[config.mk]
export PLATFORM = sky130hd
export DESIGN_NAME = power_control_register_bank
export DESIGN_NICKNAME = d
export VERILOG_FILES = /design/src/power_control_pkg.sv /design/src/power_control_register_bank.sv
export SDC_FILE = /design/constraint.sdc
export NUM_CORES = 1
export LEC_CHECK = 0
export BUFFER_PORTS_ARGS = -buffer_cell sky130_fd_sc_hd__buf_2
export CORE_MARGIN = 2
export CORE_UTILIZATION = 40
export DETAILED_ROUTE_END_ITERATION = 8
export PLACE_DENSITY = 0.69
export SYNTH_ARGS = -nofsm -noshare
export SYNTH_HDL_FRONTEND = slang
export SYNTH_SLANG_ARGS = --single-unit
[constraint.sdc]
create_clock -name clk -period 2.2 [get_ports clk]
set_input_delay 0.44 -clock clk [delete_from_list [all_inputs] [get_ports clk]]
set_output_delay 0.44 -clock clk [all_outputs]
set_load 0.02 [all_outputs]
[src/power_control_pkg.sv]
// Purpose: constants and types shared by the power control register bank
// Assumes: 32-bit AHB-Lite slave, single word transfers
// Notes: registers are decoded on the full 32-bit address, not on offsets
package power_control_pkg;
  // -------------------------------------------------------------------------
  // register map
  // -------------------------------------------------------------------------
  localparam logic [31:0] POWER_CONTROL_ADDR = 32'h4000_7000;
  localparam logic [31:0] POWER_CONTROL_STATUS_ADDR = 32'h4000_7004;
  localparam logic [31:0] IRQ_STATUS_ADDR = 32'h4000_7008;
  localparam logic [31:0] IRQ_MASK_ADDR = 32'h4000_700C;
  localparam logic [31:0] REG_RESET = 32'h0000_0000;
  localparam logic [31:0] READ_ZERO = 32'h0000_0000;

  // -------------------------------------------------------------------------
  // field positions
  // -------------------------------------------------------------------------
  localparam int BACKUP_WRITE_ENABLE_BIT = 8;
  localparam int THRESHOLD_MSB = 7;
  localparam int THRESHOLD_LSB = 5;
  localparam int SUPPLY_MONITOR_ENABLE_BIT = 4;
  localparam int STANDBY_FLAG_CLEAR_BIT = 3;
  localparam int WAKE_FLAG_CLEAR_BIT = 2;
  localparam int DEEP_POWER_SELECT_BIT = 1;
  localparam int REGULATOR_LOW_POWER_BIT = 0;
  localparam int WAKE_PIN_ENABLE_BIT = 8;
  localparam int SUPPLY_BELOW_BIT = 2;
  localparam int STANDBY_FLAG_BIT = 1;
  localparam int WAKE_FLAG_BIT = 0;
  localparam int IRQ_WIDTH = 3;

  // -------------------------------------------------------------------------
  // bus constants
  // -------------------------------------------------------------------------
  localparam logic [1:0] HTRANS_NONSEQ = 2'h2;
  localparam logic [1:0] HTRANS_SEQ = 2'h3;
  localparam logic [1:0] STOP_STANDBY_DELAY = 2'h1;

  typedef enum logic [1:0] {
    MODE_RUN = 2'b00,
    MODE_STOP_WAIT = 2'b01,
    MODE_STOP = 2'b10,
    MODE_STANDBY = 2'b11
  } power_mode_e;

  typedef struct packed {
    logic [1:0] htrans;
    logic [31:0] haddr;
    logic hwrite;
    logic [2:0] hsize;
    logic hsel;
    logic hready;
    logic [31:0] hwdata;
  } ahb_req_s;

  typedef struct packed {
    logic [31:0] hrdata;
    logic hreadyout;
    logic hresp;
  } ahb_rsp_s;

  typedef struct packed {
    logic backup_write_allow;
    logic supply_monitor_on;
    logic [2:0] supply_threshold_select;
    logic enter_standby;
    logic enter_stop;
    logic regulator_low_power_out;
    logic wake_pin_pulldown;
    logic wake_pin_wakeup_en;
  } power_ctl_s;
endpackage : power_control_pkg

[src/power_control_register_bank.sv]
// Purpose: power control register bank on an AHB-Lite slave port
// Assumes: events arrive synchronous to clk; hready is the bus ready
// Notes: zero wait state slave, always OKAY
// What this block does
// - backup write enable bit 8 lets backup register writes through.
// - threshold select bits 7..5 choose one of eight rising monitor thresholds.
// - supply monitor enable bit 4 switches the supply detector on or off.
// - writing one to bit 3 clears the standby flag; zero does nothing.
// - both clear bits always read back as zero.
// - writing one to bit 2 clears the wake flag within two cycles.
// - deep power select bit 1 picks standby over stop on deep sleep.
// - regulator low power bit 0 sets low-power regulator during stop.
// - standby flag sets on standby entry and holds until cleared.
// - wake flag sets on pin or alarm wakeup and holds until cleared.
// - stop entry waits for flash programming and bus access to finish.
//
// The AHB-Lite slave port was chosen for this implementation.
`timescale 1ns/1ps
`default_nettype none
module power_control_register_bank (
  input wire logic clk,
  input wire logic rstn,
  input wire power_control_pkg::ahb_req_s ahb_req,
  output power_control_pkg::ahb_rsp_s ahb_rsp,
  input wire logic deep_sleep_request,
  input wire logic wait_for_interrupt,
  input wire logic flash_busy,
  input wire logic periph_bus_busy,
  input wire logic comparator_below,
  input wire logic wake_pin,
  input wire logic alarm_event,
  input wire logic backup_write_request,
  output logic backup_write_strobe,
  output power_control_pkg::power_ctl_s power_ctl,
  output logic [1:0] power_mode,
  output logic irq
);
  import power_control_pkg::*;

  // -------------------------------------------------------------------------
  // state
  // -------------------------------------------------------------------------
  typedef struct packed {
    logic wr_pend;
    logic [31:0] wr_addr;
    logic [31:0] rdata;
    logic backup_write_enable;
    logic [2:0] supply_threshold_select;
    logic supply_monitor_enable;
    logic deep_power_select;
    logic regulator_low_power;
    logic wake_pin_enable;
    logic supply_below_threshold;
    logic standby_flag;
    logic wake_flag;
    logic wake_pin_prev;
    logic [IRQ_WIDTH-1:0] irq_status;
    logic [IRQ_WIDTH-1:0] irq_mask;
    power_mode_e mode;
  } state_s;

  state_s state_reg;
  state_s state_next;
  logic [1:0] rst_sync_reg;
  logic rst_n;
  logic addr_take;
  logic wr_cur;
  logic standby_entry;
  logic stop_entry;
  logic wake_event;
  logic below_rise;
  logic [IRQ_WIDTH-1:0] irq_events;
  logic [31:0] control_view;
  logic [31:0] status_view;

  // reset release through two flops; assertion is immediate
  // kept apart from the state struct: it runs on the raw pin reset
  always_ff @(posedge clk or negedge rstn) begin
    if (!rstn) begin
      rst_sync_reg <= 2'b00;
    end else begin
      rst_sync_reg <= {rst_sync_reg[0], 1'b1};
    end
  end
  assign rst_n = rst_sync_reg[1];

  // -------------------------------------------------------------------------
  // event decode
  // -------------------------------------------------------------------------
  // address phase is taken whenever hready is high and a transfer is selected
  assign addr_take = ahb_req.hsel && ahb_req.hready &&
                     (ahb_req.htrans == HTRANS_NONSEQ || ahb_req.htrans == HTRANS_SEQ);
  assign wr_cur = state_reg.wr_pend;
  // stop waits on flash and bus activity; standby is taken at once
  assign stop_entry = state_reg.mode == MODE_STOP_WAIT && !flash_busy &&
                      !periph_bus_busy;
  assign standby_entry = state_reg.mode == MODE_RUN && deep_sleep_request &&
                         wait_for_interrupt && state_reg.deep_power_select;
  // rising edge of the pin counts only while the pin is enabled for wakeup
  assign wake_event = (state_reg.wake_pin_enable && wake_pin && !state_reg.wake_pin_prev) ||
                      alarm_event;
  assign below_rise = state_reg.supply_monitor_enable && comparator_below &&
                      !state_reg.supply_below_threshold;
  assign irq_events = {below_rise, standby_entry, wake_event};

  // read views: clear bits and reserved bits always read zero
  always_comb begin
    control_view = READ_ZERO;
    control_view[BACKUP_WRITE_ENABLE_BIT] = state_reg.backup_write_enable;
    control_view[THRESHOLD_MSB:THRESHOLD_LSB] = state_reg.supply_threshold_select;
    control_view[SUPPLY_MONITOR_ENABLE_BIT] = state_reg.supply_monitor_enable;
    control_view[STANDBY_FLAG_CLEAR_BIT] = 1'b0;
    control_view[WAKE_FLAG_CLEAR_BIT] = 1'b0;
    control_view[DEEP_POWER_SELECT_BIT] = state_reg.deep_power_select;
    control_view[REGULATOR_LOW_POWER_BIT] = state_reg.regulator_low_power;
    status_view = READ_ZERO;
    status_view[WAKE_PIN_ENABLE_BIT] = state_reg.wake_pin_enable;
    status_view[SUPPLY_BELOW_BIT] = state_reg.supply_below_threshold;
    status_view[STANDBY_FLAG_BIT] = state_reg.standby_flag;
    status_view[WAKE_FLAG_BIT] = state_reg.wake_flag;
  end

  // -------------------------------------------------------------------------
  // next state
  // -------------------------------------------------------------------------
  always_comb begin
    logic wr_ctl;
    logic wr_sts;
    logic wr_irq;
    logic wr_msk;
    wr_ctl = wr_cur && state_reg.wr_addr == POWER_CONTROL_ADDR;
    wr_sts = wr_cur && state_reg.wr_addr == POWER_CONTROL_STATUS_ADDR;
    wr_irq = wr_cur && state_reg.wr_addr == IRQ_STATUS_ADDR;
    wr_msk = wr_cur && state_reg.wr_addr == IRQ_MASK_ADDR;
    state_next = state_reg;
    state_next.wr_pend = addr_take && ahb_req.hwrite;
    state_next.wr_addr = addr_take ? ahb_req.haddr : state_reg.wr_addr;
    state_next.wake_pin_prev = wake_pin;
    // read data is latched at the address phase so it stands in the data phase
    if (addr_take && !ahb_req.hwrite) begin
      unique case (ahb_req.haddr)
        POWER_CONTROL_ADDR: state_next.rdata = control_view;
        POWER_CONTROL_STATUS_ADDR: state_next.rdata = status_view;
        IRQ_STATUS_ADDR: state_next.rdata = {{(32-IRQ_WIDTH){1'b0}}, state_reg.irq_status};
        IRQ_MASK_ADDR: state_next.rdata = {{(32-IRQ_WIDTH){1'b0}}, state_reg.irq_mask};
        default: state_next.rdata = READ_ZERO;
      endcase
    end
    if (wr_ctl) begin
      state_next.backup_write_enable = ahb_req.hwdata[BACKUP_WRITE_ENABLE_BIT];
      state_next.supply_threshold_select =
        ahb_req.hwdata[THRESHOLD_MSB:THRESHOLD_LSB];
      state_next.supply_monitor_enable = ahb_req.hwdata[SUPPLY_MONITOR_ENABLE_BIT];
      state_next.deep_power_select = ahb_req.hwdata[DEEP_POWER_SELECT_BIT];
      state_next.regulator_low_power = ahb_req.hwdata[REGULATOR_LOW_POWER_BIT];
    end
    if (wr_sts) begin
      state_next.wake_pin_enable = ahb_req.hwdata[WAKE_PIN_ENABLE_BIT];
    end
    // monitor output follows the comparator only while the monitor is on
    state_next.supply_below_threshold = state_reg.supply_monitor_enable &&
                                        comparator_below;
    // flags: a clear write drops the flag, a same-cycle set wins
    if (wr_ctl && ahb_req.hwdata[STANDBY_FLAG_CLEAR_BIT]) begin
      state_next.standby_flag = 1'b0;
    end
    if (standby_entry) begin
      state_next.standby_flag = 1'b1;
    end
    if (wr_ctl && ahb_req.hwdata[WAKE_FLAG_CLEAR_BIT]) begin
      state_next.wake_flag = 1'b0;
    end
    if (wake_event) begin
      state_next.wake_flag = 1'b1;
    end
    // interrupt status: write one to clear, events win
    if (wr_irq) begin
      state_next.irq_status = state_reg.irq_status & ~ahb_req.hwdata[IRQ_WIDTH-1:0];
    end
    state_next.irq_status = state_next.irq_status | irq_events;
    if (wr_msk) begin
      state_next.irq_mask = ahb_req.hwdata[IRQ_WIDTH-1:0];
    end
    // low power mode sequencing
    unique case (state_reg.mode)
      MODE_RUN: begin
        if (standby_entry) begin
          state_next.mode = MODE_STANDBY;
        end else if (deep_sleep_request && wait_for_interrupt) begin
          state_next.mode = MODE_STOP_WAIT;
        end
      end
      MODE_STOP_WAIT: begin
        if (stop_entry) begin
          state_next.mode = MODE_STOP;
        end
      end
      MODE_STOP: begin
        if (wake_event || !deep_sleep_request) begin
          state_next.mode = MODE_RUN;
        end
      end
      MODE_STANDBY: begin
        if (wake_event) begin
          state_next.mode = MODE_RUN;
        end
      end
    endcase
  end

  // -------------------------------------------------------------------------
  // registers: all writable bits reset to zero
  // -------------------------------------------------------------------------
  always_ff @(posedge clk or negedge rst_n) begin
    if (!rst_n) begin
      state_reg.wr_pend <= 1'b0;
      state_reg.wr_addr <= REG_RESET;
      state_reg.rdata <= REG_RESET;
      state_reg.backup_write_enable <= 1'b0;
      state_reg.supply_threshold_select <= 3'h0;
      state_reg.supply_monitor_enable <= 1'b0;
      state_reg.deep_power_select <= 1'b0;
      state_reg.regulator_low_power <= 1'b0;
      state_reg.wake_pin_enable <= 1'b0;
      state_reg.supply_below_threshold <= 1'b0;
      state_reg.standby_flag <= 1'b0;
      state_reg.wake_flag <= 1'b0;
      state_reg.wake_pin_prev <= 1'b0;
      state_reg.irq_status <= '0;
      state_reg.irq_mask <= '0;
      state_reg.mode <= MODE_RUN;
    end else begin
      state_reg.wr_pend <= state_next.wr_pend;
      state_reg.wr_addr <= state_next.wr_addr;
      state_reg.rdata <= state_next.rdata;
      state_reg.backup_write_enable <= state_next.backup_write_enable;
      state_reg.supply_threshold_select <= state_next.supply_threshold_select;
      state_reg.supply_monitor_enable <= state_next.supply_monitor_enable;
      state_reg.deep_power_select <= state_next.deep_power_select;
      state_reg.regulator_low_power <= state_next.regulator_low_power;
      state_reg.wake_pin_enable <= state_next.wake_pin_enable;
      state_reg.supply_below_threshold <= state_next.supply_below_threshold;
      state_reg.standby_flag <= state_next.standby_flag;
      state_reg.wake_flag <= state_next.wake_flag;
      state_reg.wake_pin_prev <= state_next.wake_pin_prev;
      state_reg.irq_status <= state_next.irq_status;
      state_reg.irq_mask <= state_next.irq_mask;
      state_reg.mode <= state_next.mode;
    end
  end

  // -------------------------------------------------------------------------
  // outputs
  // -------------------------------------------------------------------------
  assign ahb_rsp.hrdata = state_reg.rdata;
  assign ahb_rsp.hreadyout = 1'b1;
  assign ahb_rsp.hresp = 1'b0;
  assign backup_write_strobe = backup_write_request && state_reg.backup_write_enable;
  assign power_ctl.backup_write_allow = state_reg.backup_write_enable;
  assign power_ctl.supply_monitor_on = state_reg.supply_monitor_enable;
  assign power_ctl.supply_threshold_select = state_reg.supply_threshold_select;
  assign power_ctl.enter_standby = state_reg.mode == MODE_STANDBY;
  assign power_ctl.enter_stop = state_reg.mode == MODE_STOP;
  assign power_ctl.regulator_low_power_out = state_reg.mode == MODE_STOP &&
                                             state_reg.regulator_low_power;
  assign power_ctl.wake_pin_pulldown = state_reg.wake_pin_enable;
  assign power_ctl.wake_pin_wakeup_en = state_reg.wake_pin_enable;
  assign power_mode = state_reg.mode;
  assign irq = |(state_reg.irq_status & state_reg.irq_mask);

  // -------------------------------------------------------------------------
  // checks
  // -------------------------------------------------------------------------
  AST_BACKUP_GATE: assert property (@(posedge clk) disable iff (!rst_n)
    backup_write_strobe |-> state_reg.backup_write_enable)
    else $error("backup write passed while disabled");
  AST_CLEAR_READS_ZERO: assert property (@(posedge clk) disable iff (!rst_n)
    (addr_take && !ahb_req.hwrite && ahb_req.haddr == POWER_CONTROL_ADDR) |=>
    (ahb_rsp.hrdata[STANDBY_FLAG_CLEAR_BIT] == 1'b0) &&
    (ahb_rsp.hrdata[WAKE_FLAG_CLEAR_BIT] == 1'b0))
    else $error("clear bit read as one");
  AST_WAKE_CLEAR: assert property (@(posedge clk) disable iff (!rst_n)
    (state_reg.wr_pend && state_reg.wr_addr == POWER_CONTROL_ADDR &&
     ahb_req.hwdata[WAKE_FLAG_CLEAR_BIT] && !wake_event) |=> ##[0:1] !state_reg.wake_flag)
    else $error("wake flag not cleared in two cycles");
  AST_STANDBY_SET: assert property (@(posedge clk) disable iff (!rst_n)
    standby_entry |=> state_reg.standby_flag && state_reg.mode == MODE_STANDBY)
    else $error("standby entry did not set flag");
  AST_WAKE_SET: assert property (@(posedge clk) disable iff (!rst_n)
    wake_event |=> state_reg.wake_flag)
    else $error("wake event lost");
  AST_STANDBY_HOLD: assert property (@(posedge clk) disable iff (!rst_n)
    ($fell(state_reg.standby_flag)) |-> $past(state_reg.wr_pend))
    else $error("standby flag fell without a write");
  AST_STOP_WAIT: assert property (@(posedge clk) disable iff (!rst_n)
    (state_reg.mode == MODE_STOP_WAIT && flash_busy) |=> state_reg.mode != MODE_STOP)
    else $error("stop entered during flash programming");
  AST_BELOW_FLAG: assert property (@(posedge clk) disable iff (!rst_n)
    (state_reg.supply_monitor_enable && comparator_below) |=> state_reg.supply_below_threshold)
    else $error("below flag not set");
  AST_REG_LOW_POWER: assert property (@(posedge clk) disable iff (!rst_n)
    power_ctl.regulator_low_power_out |-> state_reg.mode == MODE_STOP)
    else $error("low power regulator outside stop");
endmodule : power_control_register_bank
`default_nettype wire

Word level (Yosys, flattened, before mapping)
Index checks and enable logic that the tools add are counted.
- multiply operators: 0
- shift-type cells: 0
- reductions and logical operators: 36
- bitwise logic cells: 4
- equality and inequality tests: 17
- divide/modulo/power cells: 0
- $lt $le $gt $ge: 0
- muxes and demuxes: 12
- add/subtract/negate cells: 0
- operators by type and width (operator ; count):
    32-bit by 31-bit equality test with 1-bit output, second input constant ; 8
    9-bit case mux with 4 select lines ; 1
    1-bit logical AND ; 22
    2-bit two-way mux ; 5
    2-bit equality test, second input constant ; 4
    2-bit case mux with 4 select lines ; 1
    3-bit bitwise AND ; 2
    1-bit logical NOT ; 6
    1-bit two-way mux ; 4
    2-bit by 1-bit != test with 1-bit output, second input constant ; 2
    4-bit AND reduction ; 1
    2-bit nonzero test ; 2
    1-bit logical OR ; 3
    3-bit two-way mux ; 1
    3-bit by 2-bit != test with 1-bit output, second input constant ; 1
    3-bit NOT ; 1
    3-bit bitwise OR ; 1
    3-bit OR reduction ; 1
    2-bit by 1-bit equality test with 1-bit output, second input constant ; 1
    2-bit logical NOT ; 1
    2-bit != test, second input constant ; 1
- bits in latches: 0
- bits in writable memories: 0
- register bits after elaboration: 87
- bits of input ports: 82
- output and inout bits: 48
- memory bits (read-only): 0
- word-level logic and storage cells: 86
- memories kept: 0

Depth between registers and ports, before layout
Gate-level depths: netlist of run 1.
- depth in word-level cells: 6
- gate-level depth with buffers: 5
- depth with buffers taken out: 4

Least setup slack after synthesis of run 1
OpenSTA, ideal clock, no wires.
- path kind: reg2reg
- from: register state_reg[53] (netlist bit)
- to: register state_reg[2] (netlist bit)
- stages on the path, launching flop included: 5
- buffers on the path: 0
- setup time: 125 ps
- setup slack: 318 ps
- arrival time: 1757 ps
- clock period less this slack: 1882 ps
- cell sequence: dfrtp_1 -> nor4b_1 -> nand4_2 -> nor4_1 -> mux2_2
- word-level cells in the longest chain between the ends: 2
- RTL lines (element ; line ; RTL):
    start, declared ; power_control_register_bank.sv:62 ; state_s state_reg;
    32-bit by 31-bit equality test with 1-bit output ; power_control_register_bank.sv:134 ; wr_msk = wr_cur && state_reg.wr_addr == IRQ_MASK_ADDR;
    1-bit logical AND ; power_control_register_bank.sv:134 ;
Every way passes these cells.
A chain may end at the register's enable or synchronous reset.

Worst setup path in the final report of run 1
- from: register state_reg[57] (netlist bit)
- to: register state_reg (netlist bit power_ctl[7])
- word-level cells in the longest chain between the ends: 2
- RTL lines (element ; line ; RTL):
    32-bit by 31-bit equality test with 1-bit output ; power_control_register_bank.sv:131 ; wr_ctl = wr_cur && state_reg.wr_addr == POWER_CONTROL_ADDR;
    1-bit logical AND ; power_control_register_bank.sv:131 ;
Every way passes these cells.

==> metrics.md, run 1 <==
| Metric | Value |
|---|---|
| Final GP Congestion | 0.828 |
| Skew final | 4.81 ps |
| Crit Path Category | reg2reg |
| Tmin final | 2050 ps |
| R2R depth | 5 |
| Detailed Route Iter0 Violations | 80 |
| Htree depth | 3 |
| DR WL/cell | 13.8 um |
| Fillers | 688 |
| Yosys warning count | 0 |
| Final setup TNS | 0 ps |
| PortBufs | 76 |
| Max reg flops | 42 |
| Worst vdd ir | 0.000401 V |
| Primary FF master, synth | dfrtp_1 |
| Hold crit path type | in2reg |
| Final nets | 405 |
| Seq cells post-synth | 63 |
| Leakage | 1.74 nW |
| Dpl cell area | 3330 um2 |
| # DRC | 0 |
| RSZ-0062 raised after global routing | no |
| Routed Antenna Nets | 0 |
| Number of max-cap violations | 0 |
| Antenna violations before repair | 0 |
| CP Launch Type | flop |
| Share of layout cells above drive strength 1 | 0.450 |
| Area Growth Syn to Fin | 16.9% |
| Commonest non-fill, non-tap cell in the layout | buf_2 |
| DIE AREA | 8220 um2 |
| Flop2flop setup slack | 150 ps |
| Post CTS Setup Buffer Count | 0 |
| FP Rows | 31 |
| CP max FO | 7 |
| Post-place setup slack | 91.2 ps |
| Status | finished clean |
| GR Util All Layers | 0.150 |
| Ys async rst share | 1.00 |
| Worst Tran Pin Value | 710 ps |
| Clock latency on the worst-skew pair | 330 ps |
| Clk slew on worst S/H paths | 60 ps |
| CTS Sinks | 63 |
| R2R Path End | power_ctl[7] |
| CTS Buf Count | 9 |
| Io pins | 130 |
| Design area | 3510 um2 |
| FF+latch area | 1580 um2 |
| Detailed placement HPWL | 4490 um |
| Total core area | 7250 um2 |
| Count of final hold-check violations | 0 |
| ANT cells | 0 |
| EDFF count, synth | 0 |
| Chip Width | 90.6 um |
| CP Capture Type | flop |
| Arr. time, crit path | 2270 ps |
| Count of final setup violators | 0 |
| F_max | 487 MHz |
| Initial Util | 0.414 |
| Gate Count Post-Synth | 251 |
| Most frequent cells in the layout | 76 x buf_2, 62 x dfrtp_1, 44 x mux2_2, 27 x conb_1, 23 x nand2_1 |
| Final WL | 5870 um |
| Vias | 2016 |
| Post-Syn Area per Cell | 12.0 um2 |
| First-pass GRT wire length | 9790 um |
| R2R Path Start | state_reg[57] |
| Post-synth cell types | 33 |
| Worst Path Required | 2410 ps |
| Worst hold path cell count | 1 |
| Total gr overflow | 0 |
| Drt via density | 4.73 |
| Number of global-route vias before repair | 2051 |
| Max Root-Sink Buffers | 2 |
| CTS tree | yes |
| Largest net degree at the start of global routing | 33 |
| Die Ht | 90.6 um |
| Hold_sp | wake_pin |
| Area of the multi-input gates | 1160 um2 |
| Power per cell area | 761 nW/um2 |
| Setup ws final | 149 ps |
| TritonRoute pass-1 iters | 4 |
| Mapped cell area | 3000 um2 |
| Fin. max-slew vios | 0 |
| Fin crit share | 0.932 |
| Root buffer cell | clkbuf_8 |
| Relative slew slack | 0.527 |
| Sequential area share after synthesis | 0.525 |
| Worst Hold End | state_reg[8] |
-- cells by family after synthesis --
group / after synthesis / synth area share
other: 2 / 0.00250
AOI/OAI and AO/OA: 24 / 0.0537
buffers and inverters: 54 / 0.121
DFF: 63 / 0.525
and+or+nand+nor: 61 / 0.114
muxes: 47 / 0.183
-- cell usage after synthesis (2+ instances only) --
master | number | area, um2
nand2_1 | 23 | 86.3
dfrtp_1 | 63 | 1580
and2_1 | 3 | 18.8
nor4_1 | 10 | 62.6
nor2_1 | 7 | 26.3
nor4b_1 | 4 | 35.0
a21oi_1 | 3 | 15.0
nand4_1 | 3 | 18.8
buf_4 | 43 | 323
o41ai_1 | 4 | 35.0
nor3_1 | 2 | 10.0
conb_1 | 2 | 7.51
mux2_2 | 44 | 495
a21o_1 | 3 | 22.5
o21ai_0 | 7 | 35.0
mux4_2 | 2 | 45.0
a31oi_1 | 3 | 18.8
clkbuf_1 | 5 | 18.8
inv_1 | 6 | 22.5
-- through the flow --
stage	util	total power (W)	hold WS, ps	instances
6_report	0.484	0.00267	240	426
5_1_grt	0.484	0.00282	231	426
4_1_cts	0.483	0.00271	221	426
3_5_place_dp	0.459	0.00183	227	410
3_3_place_gp	0.459	0.00181	226	410
2_1_floorplan	-	0.00173	144	276
-- routing by layer --
layer  track usage  share of wire  up-vias  routed length (um)
met5             0              0        -                   0
met4        0.0628          0.012        0                  70
met3        0.0367          0.047        8                 275
met2         0.246           0.49       56                2870
met1         0.190           0.45      984                2650
li1              -              -      968                   -
-- what timing repair did --
item / CTS / global route
endpoints found under the setup margin: 0 / 2
hold endpoints to repair: 2 / 0
hold buffers: 1 / 0
resized for setup: 0 / 1
-- worst max path at each step --
stage / start / end / slack (ps) / cells past startpoint
after floorplan: rst_sync_reg[1] / ahb_rsp[10] / 320 / 0
after global placement: state_reg[60] / state_reg[2] / 140 / 5
after detailed placement: state_reg[60] / state_reg[3] / 90 / 5
after CTS: state_reg[60] / state_reg[3] / 70 / 5
after global routing: state_reg[57] / state_reg[3] / 3 / 5
final: state_reg[57] / power_ctl[7] / 150 / 5
-- layout make-up --
class / instances / area share
Clock buffer: 14 / 0.0463
Clock inverter: 1 / 0.00143
Inverter: 6 / 0.00642
Multi-Input combinational cell: 159 / 0.331
Sequential cell: 63 / 0.450
Tap cell: 99 / 0.0353
Timing Repair Buffer: 84 / 0.130
-- critical path, stage by stage (launching register included) --
cell and delay (ps):
dfrtp_1 380, nor4_1 390, nand4_2 290, nor4_4 320, buf_4 220, mux2_2 340
-- report_power, final --
part	leakage, nW	switching (W)	internal, W	total (W)
clock network	0.0865	0.000407	0.000464	0.000871
registers	0.791	0.000111	0.00129	0.00140
logic	0.864	0.000203	0.000197	0.000400
total	1.74	0.000720	0.00195	0.00267
(Power assumes the default switching activity.)
==> run 2: changes to the inputs <==
--- a/config.mk
+++ b/config.mk
@@ -5,11 +5,12 @@
 export SDC_FILE = /design/constraint.sdc
 export NUM_CORES = 1
 export LEC_CHECK = 0
+export ABC_AREA = 1
 export BUFFER_PORTS_ARGS = -buffer_cell sky130_fd_sc_hd__buf_2
 export CORE_MARGIN = 2
 export CORE_UTILIZATION = 40
 export DETAILED_ROUTE_END_ITERATION = 8
-export PLACE_DENSITY = 0.69
+export PLACE_DENSITY = 0.68
 export SYNTH_ARGS = -nofsm -noshare
 export SYNTH_HDL_FRONTEND = slang
 export SYNTH_SLANG_ARGS = --single-unit
==> constraint.sdc (replaced) <==
create_clock -name clk -period 2.4 [get_ports clk]
set_input_delay 0.48 -clock clk [delete_from_list [all_inputs] [get_ports clk]]
set_output_delay 0.48 -clock clk [all_outputs]
set_load 0.02 [all_outputs]
==> metrics.md, run 2 <==
| Metric | Value |
|---|---|
| Ys async rst share | 1.00 (unchanged) |
| R2R depth | 8 (+3) |
| Initial Util | 0.407 (-0.00739) |
| Yosys warning count | 0 (unchanged) |
| Final nets | 570 (+41%) |
| CTS Sinks | 63 (unchanged) |
| Routed Antenna Nets | 0 (unchanged) |
| Chip Width | 94.7 um (+4.5%) |
| Reg power frac | 0.492 (-0.033) |
| Synth top area share | 0.479 (-0.0459) |
| Adder-Cell Fraction of Synth Area | 0 (unchanged) |
| R2R Path End | power_ctl[6] |
| Primary FF master, synth | dfrtp_1 |
| Power per cell area | 663 nW/um2 (-13%) |
| Sequential area share after synthesis | 0.479 (-0.0459) |
| Crit. path cell count | 8 (+3) |
| Worst Tran Pin Value | 581 ps (-129 ps) |
| RSZ-0062 raised after global routing | no |
| Combinational cell fraction of total power | 0.144 (-0.006) |
| Hold_sp | wake_pin |
| Fillers | 870 (+26%) |
| Main combinational cell family by area after synthesis | simple AND/OR/NAND/NOR gates |
| Simple-Gate Fraction of Synth Area | 0.312 (+0.198) |
| Worst vdd ir | 0.000227 V (-43%) |
| Io pins | 130 (unchanged) |
| Clk pwr share | 0.364 (+0.038) |
| Crit path largest cell delay | 440 ps (+50 ps) |
| Largest net degree at the start of global routing | 38 (+15%) |
| Worst setup path end | power_ctl[6] |
| Crit path cell chain | nor2_1, nand2_1, nor2_2, nand2_2, nor3_4, nand2_4, nand2_1, nand2_1 |
| Worst hold slack | 256 ps (+16.4 ps) |
| Drt via density | 4.59 (-3.1%) |
| Post-place setup slack | 533 ps (+441 ps) |
| Synth top cells by count | 141 x nand2_1, 63 x dfrtp_1, 44 x buf_4 |
| Vias | 2742 (+36%) |
| Total gr overflow | 0 (unchanged) |
| Number of global-route vias before repair | 2563 (+25%) |
| Total core area | 8090 um2 (+12%) |
| CP startpoint | state_reg[75] |
| Worst path slowest cell | nor3_4 |
| Mux contribution to synthesized area | 0 (-0.183) |
| Most frequent cells in the layout | 141 x nand2_1, 76 x buf_2, 62 x dfrtp_1, 37 x nor2_1, 37 x inv_1 |
| Antenna violations before repair | 0 (unchanged) |
| Sw Ratio | 0.287 (+0.0177) |
| EDFF count, synth | 0 (unchanged) |
| Seq cells post-synth | 63 (unchanged) |
| CTS Buf Count | 9 (unchanged) |
| Share of layout cells above drive strength 1 | 0.223 (-0.226) |
| Clk slew on worst S/H paths | 70 ps (about the same) |
| Clock latency on the worst-skew pair | 340 ps (about the same) |
| Max reg flops | 42 (unchanged) |
| Skew final | 6.59 ps (+1.77 ps) |
| F_max | 597 MHz (+22%) |
| Area Growth Syn to Fin | 15.2% |
| Yosys top cell by area | dfrtp_1 |
| Final setup TNS | 0 ps (unchanged) |
| Flop2flop setup slack | 720 ps (+580 ps) |
| Crit Path Category | reg2reg |
| Final Util | 0.468 (-0.0154) |
| Arr. time, crit path | 1900 ps (-370 ps) |
| Commonest non-fill, non-tap cell in the layout | nand2_1 |
| Setup ws final | 724 ps (+575 ps) |
| Internal | 0.00179 W (-8.3%) |
| ANT cells | 0 (unchanged) |
| Fin crit share | 0.698 (-0.234) |
| CP most frequent cell | nand2_1 |
| First-pass GRT wire length | 11500 um (+18%) |
| Count of final hold-check violations | 0 (unchanged) |
| Post-synthesis xor/xnor area fraction | 0 (unchanged) |
| Root buffer cell | clkbuf_8 |
| Count of final setup violators | 0 (unchanged) |
| Gate Count Post-Synth | 422 (+68%) |
| R2R Path Start | state_reg[75] |
| GR Util All Layers | 0.169 (+0.0186) |
| Leakage | 2.06 nW (+19%) |
| Final WL | 6930 um (+18%) |
| TritonRoute pass-1 iters | 4 (unchanged) |
| Post-synth cell types | 26 (-21%) |
| Post CTS Setup Buffer Count | 0 (unchanged) |
| CP max FO | 8 (+1) |
| CTS tree | yes |
| # DRC | 0 (unchanged) |
| PortBufs | 76 (unchanged) |
| DIE AREA | 8970 um2 (+9.1%) |
| Switching power | 0.000722 W (+0.21%) |
| Compound-gate portion of the synthesized area | 0.0563 (+0.00252) |
| CP Launch Type | flop |
| Mapped cell area | 3290 um2 (+9.6%) |
| Count leader, synth | nand2_1 |
| Die Ht | 94.7 um (+4.5%) |
| Status | finished clean |
| Worst Path Required | 2630 ps (+220 ps) |
| Relative slew slack | 0.612 (+0.0847) |
| Detailed placement HPWL | 5310 um (+18%) |
| DR WL/cell | 11.6 um (-16%) |
| Max Root-Sink Buffers | 2 (unchanged) |
| FP Rows | 33 (+6.5%) |
| Final GP Congestion | 0.793 (-4.2%) |
| Post-Syn Area per Cell | 7.80 um2 (-35%) |
| Number of max-cap violations | 0 (unchanged) |
| Cell family with most CP delay | simple AND/OR/NAND/NOR gates |
| Worst Path Buf+Inv | 0 (-1) |
| Dominant cells by area after synthesis | dfrtp_1 48%, nand2_1 16%, buf_4 10% |
| CP Capture Type | flop |
| Detailed Route Iter0 Violations | 121 (+51%) |
| Fin. max-slew vios | 0 (unchanged) |
| Tmin final | 1680 ps (-375 ps) |
| Htree depth | 3 (unchanged) |
| Hold crit path type | in2reg |
run 2: cell types whose count changed in the layout (fill, tap and decap cells not counted), moves of 4 or more:
cell     delta
nand2_1   +118
mux2_2     -44
inv_1      +31
nand3_1    +31
nor2_1     +30
o21ai_0    +24
nor4_1      -9
nor2_2      +4
nor4b_1     -4
o41ai_1     -4
run 2: power groups by stage:
| stage | Sequential [W] | Combinational [W] | Clock (W) |
|---|---|---|---|
| 2_1_floorplan | 0.00124 | 0.000288 | 0 |
| 3_3_place_gp | 0.00125 | 0.000357 | 0 |
| 3_5_place_dp | 0.00126 | 0.000365 | 0 |
| 4_1_cts | 0.00124 | 0.000368 | 0.000935 |
| 5_1_grt | 0.00125 | 0.000419 | 0.000988 |
| 6_report | 0.00124 | 0.000362 | 0.000915 |
run 2: metal layers:
layer  vias up  wire length [um]  global-route usage
met2        80              3370               0.285
li1       1386                 -                   -
met3         8               361              0.0375
met5         -                 0                   0
met4         0               106              0.0700
met1      1268              3090               0.209
run 2: worst register-to-register path: stages (launching register included):
cell,delay [ps]
dfrtp_1,390
nor2_1,120
nand2_1,70
nor2_2,120
nand2_2,120
nor3_4,440
nand2_4,150
nand2_1,100
nand2_1,50
run 2: stage by stage:
stage,instance area (um2),cells,total power [W]
after global placement,3580,581,0.00161
after CTS,3790,598,0.00254
after global routing,3790,598,0.00266
after detailed placement,3580,581,0.00162
final,3790,598,0.00251
after floorplan,3380,447,0.00153
run 2: repair_timing:
item / CTS / global route
hold buffers: 1 / 0
hold endpoints to repair: 2 / 0
gates resized for setup: 0 / 0
endpoints found under the setup margin: 0 / 0
run 2: final cells by class:
class                      count  area (um2)  area share
clock buffer                  10         138      0.0363
clock inverter                 6        60.1      0.0158
inverter                      37         139      0.0366
multi-input combinational    296        1310       0.346
sequential                    63        1580       0.416
tap                          105         131      0.0347
timing repair buffer          81         433       0.114
run 2: worst min-delay path by stage:
stage                       to  slack [ps]  depth (start not counted)
3_3_place_gp   rst_sync_reg[0]         270                          1
4_1_cts           state_reg[8]         250                          1
3_5_place_dp   rst_sync_reg[0]         270                          1
6_report          state_reg[8]         260                          1
5_1_grt           state_reg[8]         250                          1
2_1_floorplan  rst_sync_reg[0]         180                          0
run 2: kinds of logic after synthesis:
kind of cell,count (synthesis)
buf+inv,88
flops,63
compound gates,36
other cells,2
simple gates,233
==> run 3: changes to the inputs <==
--- a/config.mk
+++ b/config.mk
@@ -5,12 +5,12 @@
 export SDC_FILE = /design/constraint.sdc
 export NUM_CORES = 1
 export LEC_CHECK = 0
-export ABC_AREA = 1
+export ABC_AREA = 0
 export BUFFER_PORTS_ARGS = -buffer_cell sky130_fd_sc_hd__buf_2
 export CORE_MARGIN = 2
 export CORE_UTILIZATION = 40
 export DETAILED_ROUTE_END_ITERATION = 8
-export PLACE_DENSITY = 0.68
+export PLACE_DENSITY = 0.72
 export SYNTH_ARGS = -nofsm -noshare
 export SYNTH_HDL_FRONTEND = slang
 export SYNTH_SLANG_ARGS = --single-unit
==> constraint.sdc (replaced) <==
create_clock -name clk -period 1.43 [get_ports clk]
set_input_delay 0.286 -clock clk [delete_from_list [all_inputs] [get_ports clk]]
set_output_delay 0.286 -clock clk [all_outputs]
set_load 0.02 [all_outputs]
==> metrics.md, run 3 (synthesis gave the netlist of run 1 again) <==
| Metric | Value |
|---|---|
| Status | finished with violations |
| Failing checks | setup timing |
| Worst hold slack | 79.5 ps (-177 ps) |
| Final nets | 436 (-24%) |
| Max reg flops | 42 (unchanged) |
| Fin crit share | 1.28 (+0.586) |
| Power per cell area | 1250 nW/um2 (+88%) |
| Final WL | 6640 um (-4.2%) |
| Root buffer cell | clkbuf_8 |
| GR Util All Layers | 0.168 (-0.000269) |
| R2R Path End | power_ctl[9] |
| Commonest non-fill, non-tap cell in the layout | buf_2 |
| Number of max-cap violations | 0 (unchanged) |
| Dpl cell area | 3520 um2 (-1.7%) |
| Worst Tran Pin Value | 521 ps (-59.7 ps) |
| TritonRoute pass-1 iters | 4 (unchanged) |
| Tmin final | 1840 ps (+160 ps) |
| CP startpoint | state_reg[62] |
| Met2 Use GR | 0.281 (-0.00378) |
| CP Capture Type | flop |
| Clock latency on the worst-skew pair | 340 ps (about the same) |
| Skew final | 12.7 ps (+6.13 ps) |
| Detailed Route Iter0 Violations | 127 (+5.0%) |
| CP max FO | 7 (-1) |
| Final Util | 0.565 (+0.0967) |
| # DRC | 0 (unchanged) |
| Crit Path Category | reg2reg |
| Count of final hold-check violations | 0 (unchanged) |
| CTS Buf Count | 9 (unchanged) |
| Final setup TNS | -5900 ps (-5900 ps) |
| Relative slew slack | 0.653 (+0.0412) |
| Vias | 2205 (-20%) |
| Detailed placement HPWL | 4760 um (-10%) |
| GRT met1 Usage | 0.207 (-0.00117) |
| Area Growth Syn to Fin | 36.5% |
| Share of layout cells above drive strength 1 | 0.565 (+0.342) |
| FP Rows | 31 (-6.1%) |
| Worst vdd ir | 0.000755 V (+230%) |
| DIE AREA | 8220 um2 (-8.4%) |
| Max Root-Sink Buffers | 2 (unchanged) |
| Io pins | 130 (unchanged) |
| F_max | 544 MHz (-8.7%) |
| Setup ws final | -407 ps (-1130 ps) |
| Hold crit path type | in2reg |
| CP Launch Type | flop |
| R2R Path Start | state_reg[62] |
| Largest net degree at the start of global routing | 43 (+13%) |
| R2R depth | 5 (-3) |
| Total gr overflow | 0 (unchanged) |
| Arr. time, crit path | 2060 ps (+160 ps) |
| Routed Antenna Nets | 0 (unchanged) |
| Die Ht | 90.6 um (-4.3%) |
| Leakage | 2.01 nW (-2.6%) |
| Flop2flop setup slack | -410 ps (-1130 ps) |
| Grt peak-use layer | met2 |
| Clk slew on worst S/H paths | 70 ps (about the same) |
| Htree depth | 3 (unchanged) |
| CTS Sinks | 63 (unchanged) |
| Design area | 4100 um2 (+8.1%) |
| Tot Pwr | 0.00511 W (+100%) |
| First-pass GRT wire length | 11000 um (-5.1%) |
| Most frequent cells in the layout | 74 x buf_2, 60 x dfrtp_1, 35 x mux2_2, 32 x buf_4, 27 x conb_1 |
| Met3 usage | 0.0367 (-0.000782) |
| ANT cells | 0 (unchanged) |
| Count of final setup violators | 19 (+19) |
| CTS tree | yes |
| Final GP Congestion | 0.871 (+9.8%) |
| Antenna violations before repair | 0 (unchanged) |
| Fin. max-slew vios | 0 (unchanged) |
| Worst setup path end | power_ctl[9] |
| PortBufs | 76 (unchanged) |
| RSZ-0062 raised after global routing | yes |
| Drt via density | 4.81 (+5.0%) |
| Chip Width | 90.6 um (-4.3%) |
| DR WL/cell | 14.5 um (+25%) |
| Worst Path Required | 1650 ps (-980 ps) |
| Initial Util | 0.414 (+0.00739) |
| Total core area | 7250 um2 (-10%) |
| Number of global-route vias before repair | 2291 (-11%) |
==> run 3: cell count changes in the layout (fill, tap and decap cells not counted), sizes merged, moves of 10 or more <==
cell and delta:
nor2 -34, o21ai -25, buf +34, nor4 +10, inv -31, nand2 -120, mux2 +44, nand3 -32
==> run 3: layout make-up <==
type | instances | area, um2
sequential | 63 | 1580
multi-input combinational | 159 | 1390
tap | 99 | 124
fill | 612 | 3150
timing repair buffer | 115 | 711
clock inverter | 7 | 145
inverter | 6 | 22.5
clock buffer | 9 | 124
==> run 3: worst min-delay path by stage <==
| stage | from | cells past startpoint | to | slack [ps] |
|---|---|---|---|---|
| after CTS | wake_pin | 1 | state_reg[8] | 70 |
| after global routing | wake_pin | 1 | state_reg[8] | 60 |
| final | wake_pin | 1 | state_reg[8] | 80 |
| after global placement | rstn | 1 | rst_sync_reg[0] | 80 |
| after floorplan | rstn | 0 | rst_sync_reg[0] | -10 |
| after detailed placement | rstn | 1 | rst_sync_reg[0] | 80 |
==> run 3: report_power, final <==
group	switching [W]	internal [W]	total (W)
clock	0.000711	0.00134	0.00205
sequential	0.000169	0.00199	0.00216
combinational	0.000434	0.000471	0.000904
==> run 3: timing repair <==
action	in CTS	in global routing
hold buffers	1	0
endpoints found under the setup margin	24	24
pin swaps	8	4
setup buffers	5	4
resized for setup	24	19
hold endpoints to repair	2	0
==> run 3: metal layers <==
metal	up-vias	wire (um)
li1	1029	-
met1	1092	2800
met2	72	3360
met3	12	341
met4	0	129
met5	-	0
==> run 3: stage by stage <==
stage / std cells / worst slack (ps)
2_1_floorplan: 276 / -432
3_3_place_gp: 432 / -487
3_5_place_dp: 432 / -521
4_1_cts: 454 / -424
5_1_grt: 458 / -505
6_report: 458 / -407
==> run 3: worst max-delay path, cell delays in order (launching register included) <==
cell and delay, ps:
dfrtp_1 410, nor4b_4 330, nand4_2 180, nor4_4 290, buf_6 190, mux2_2 330
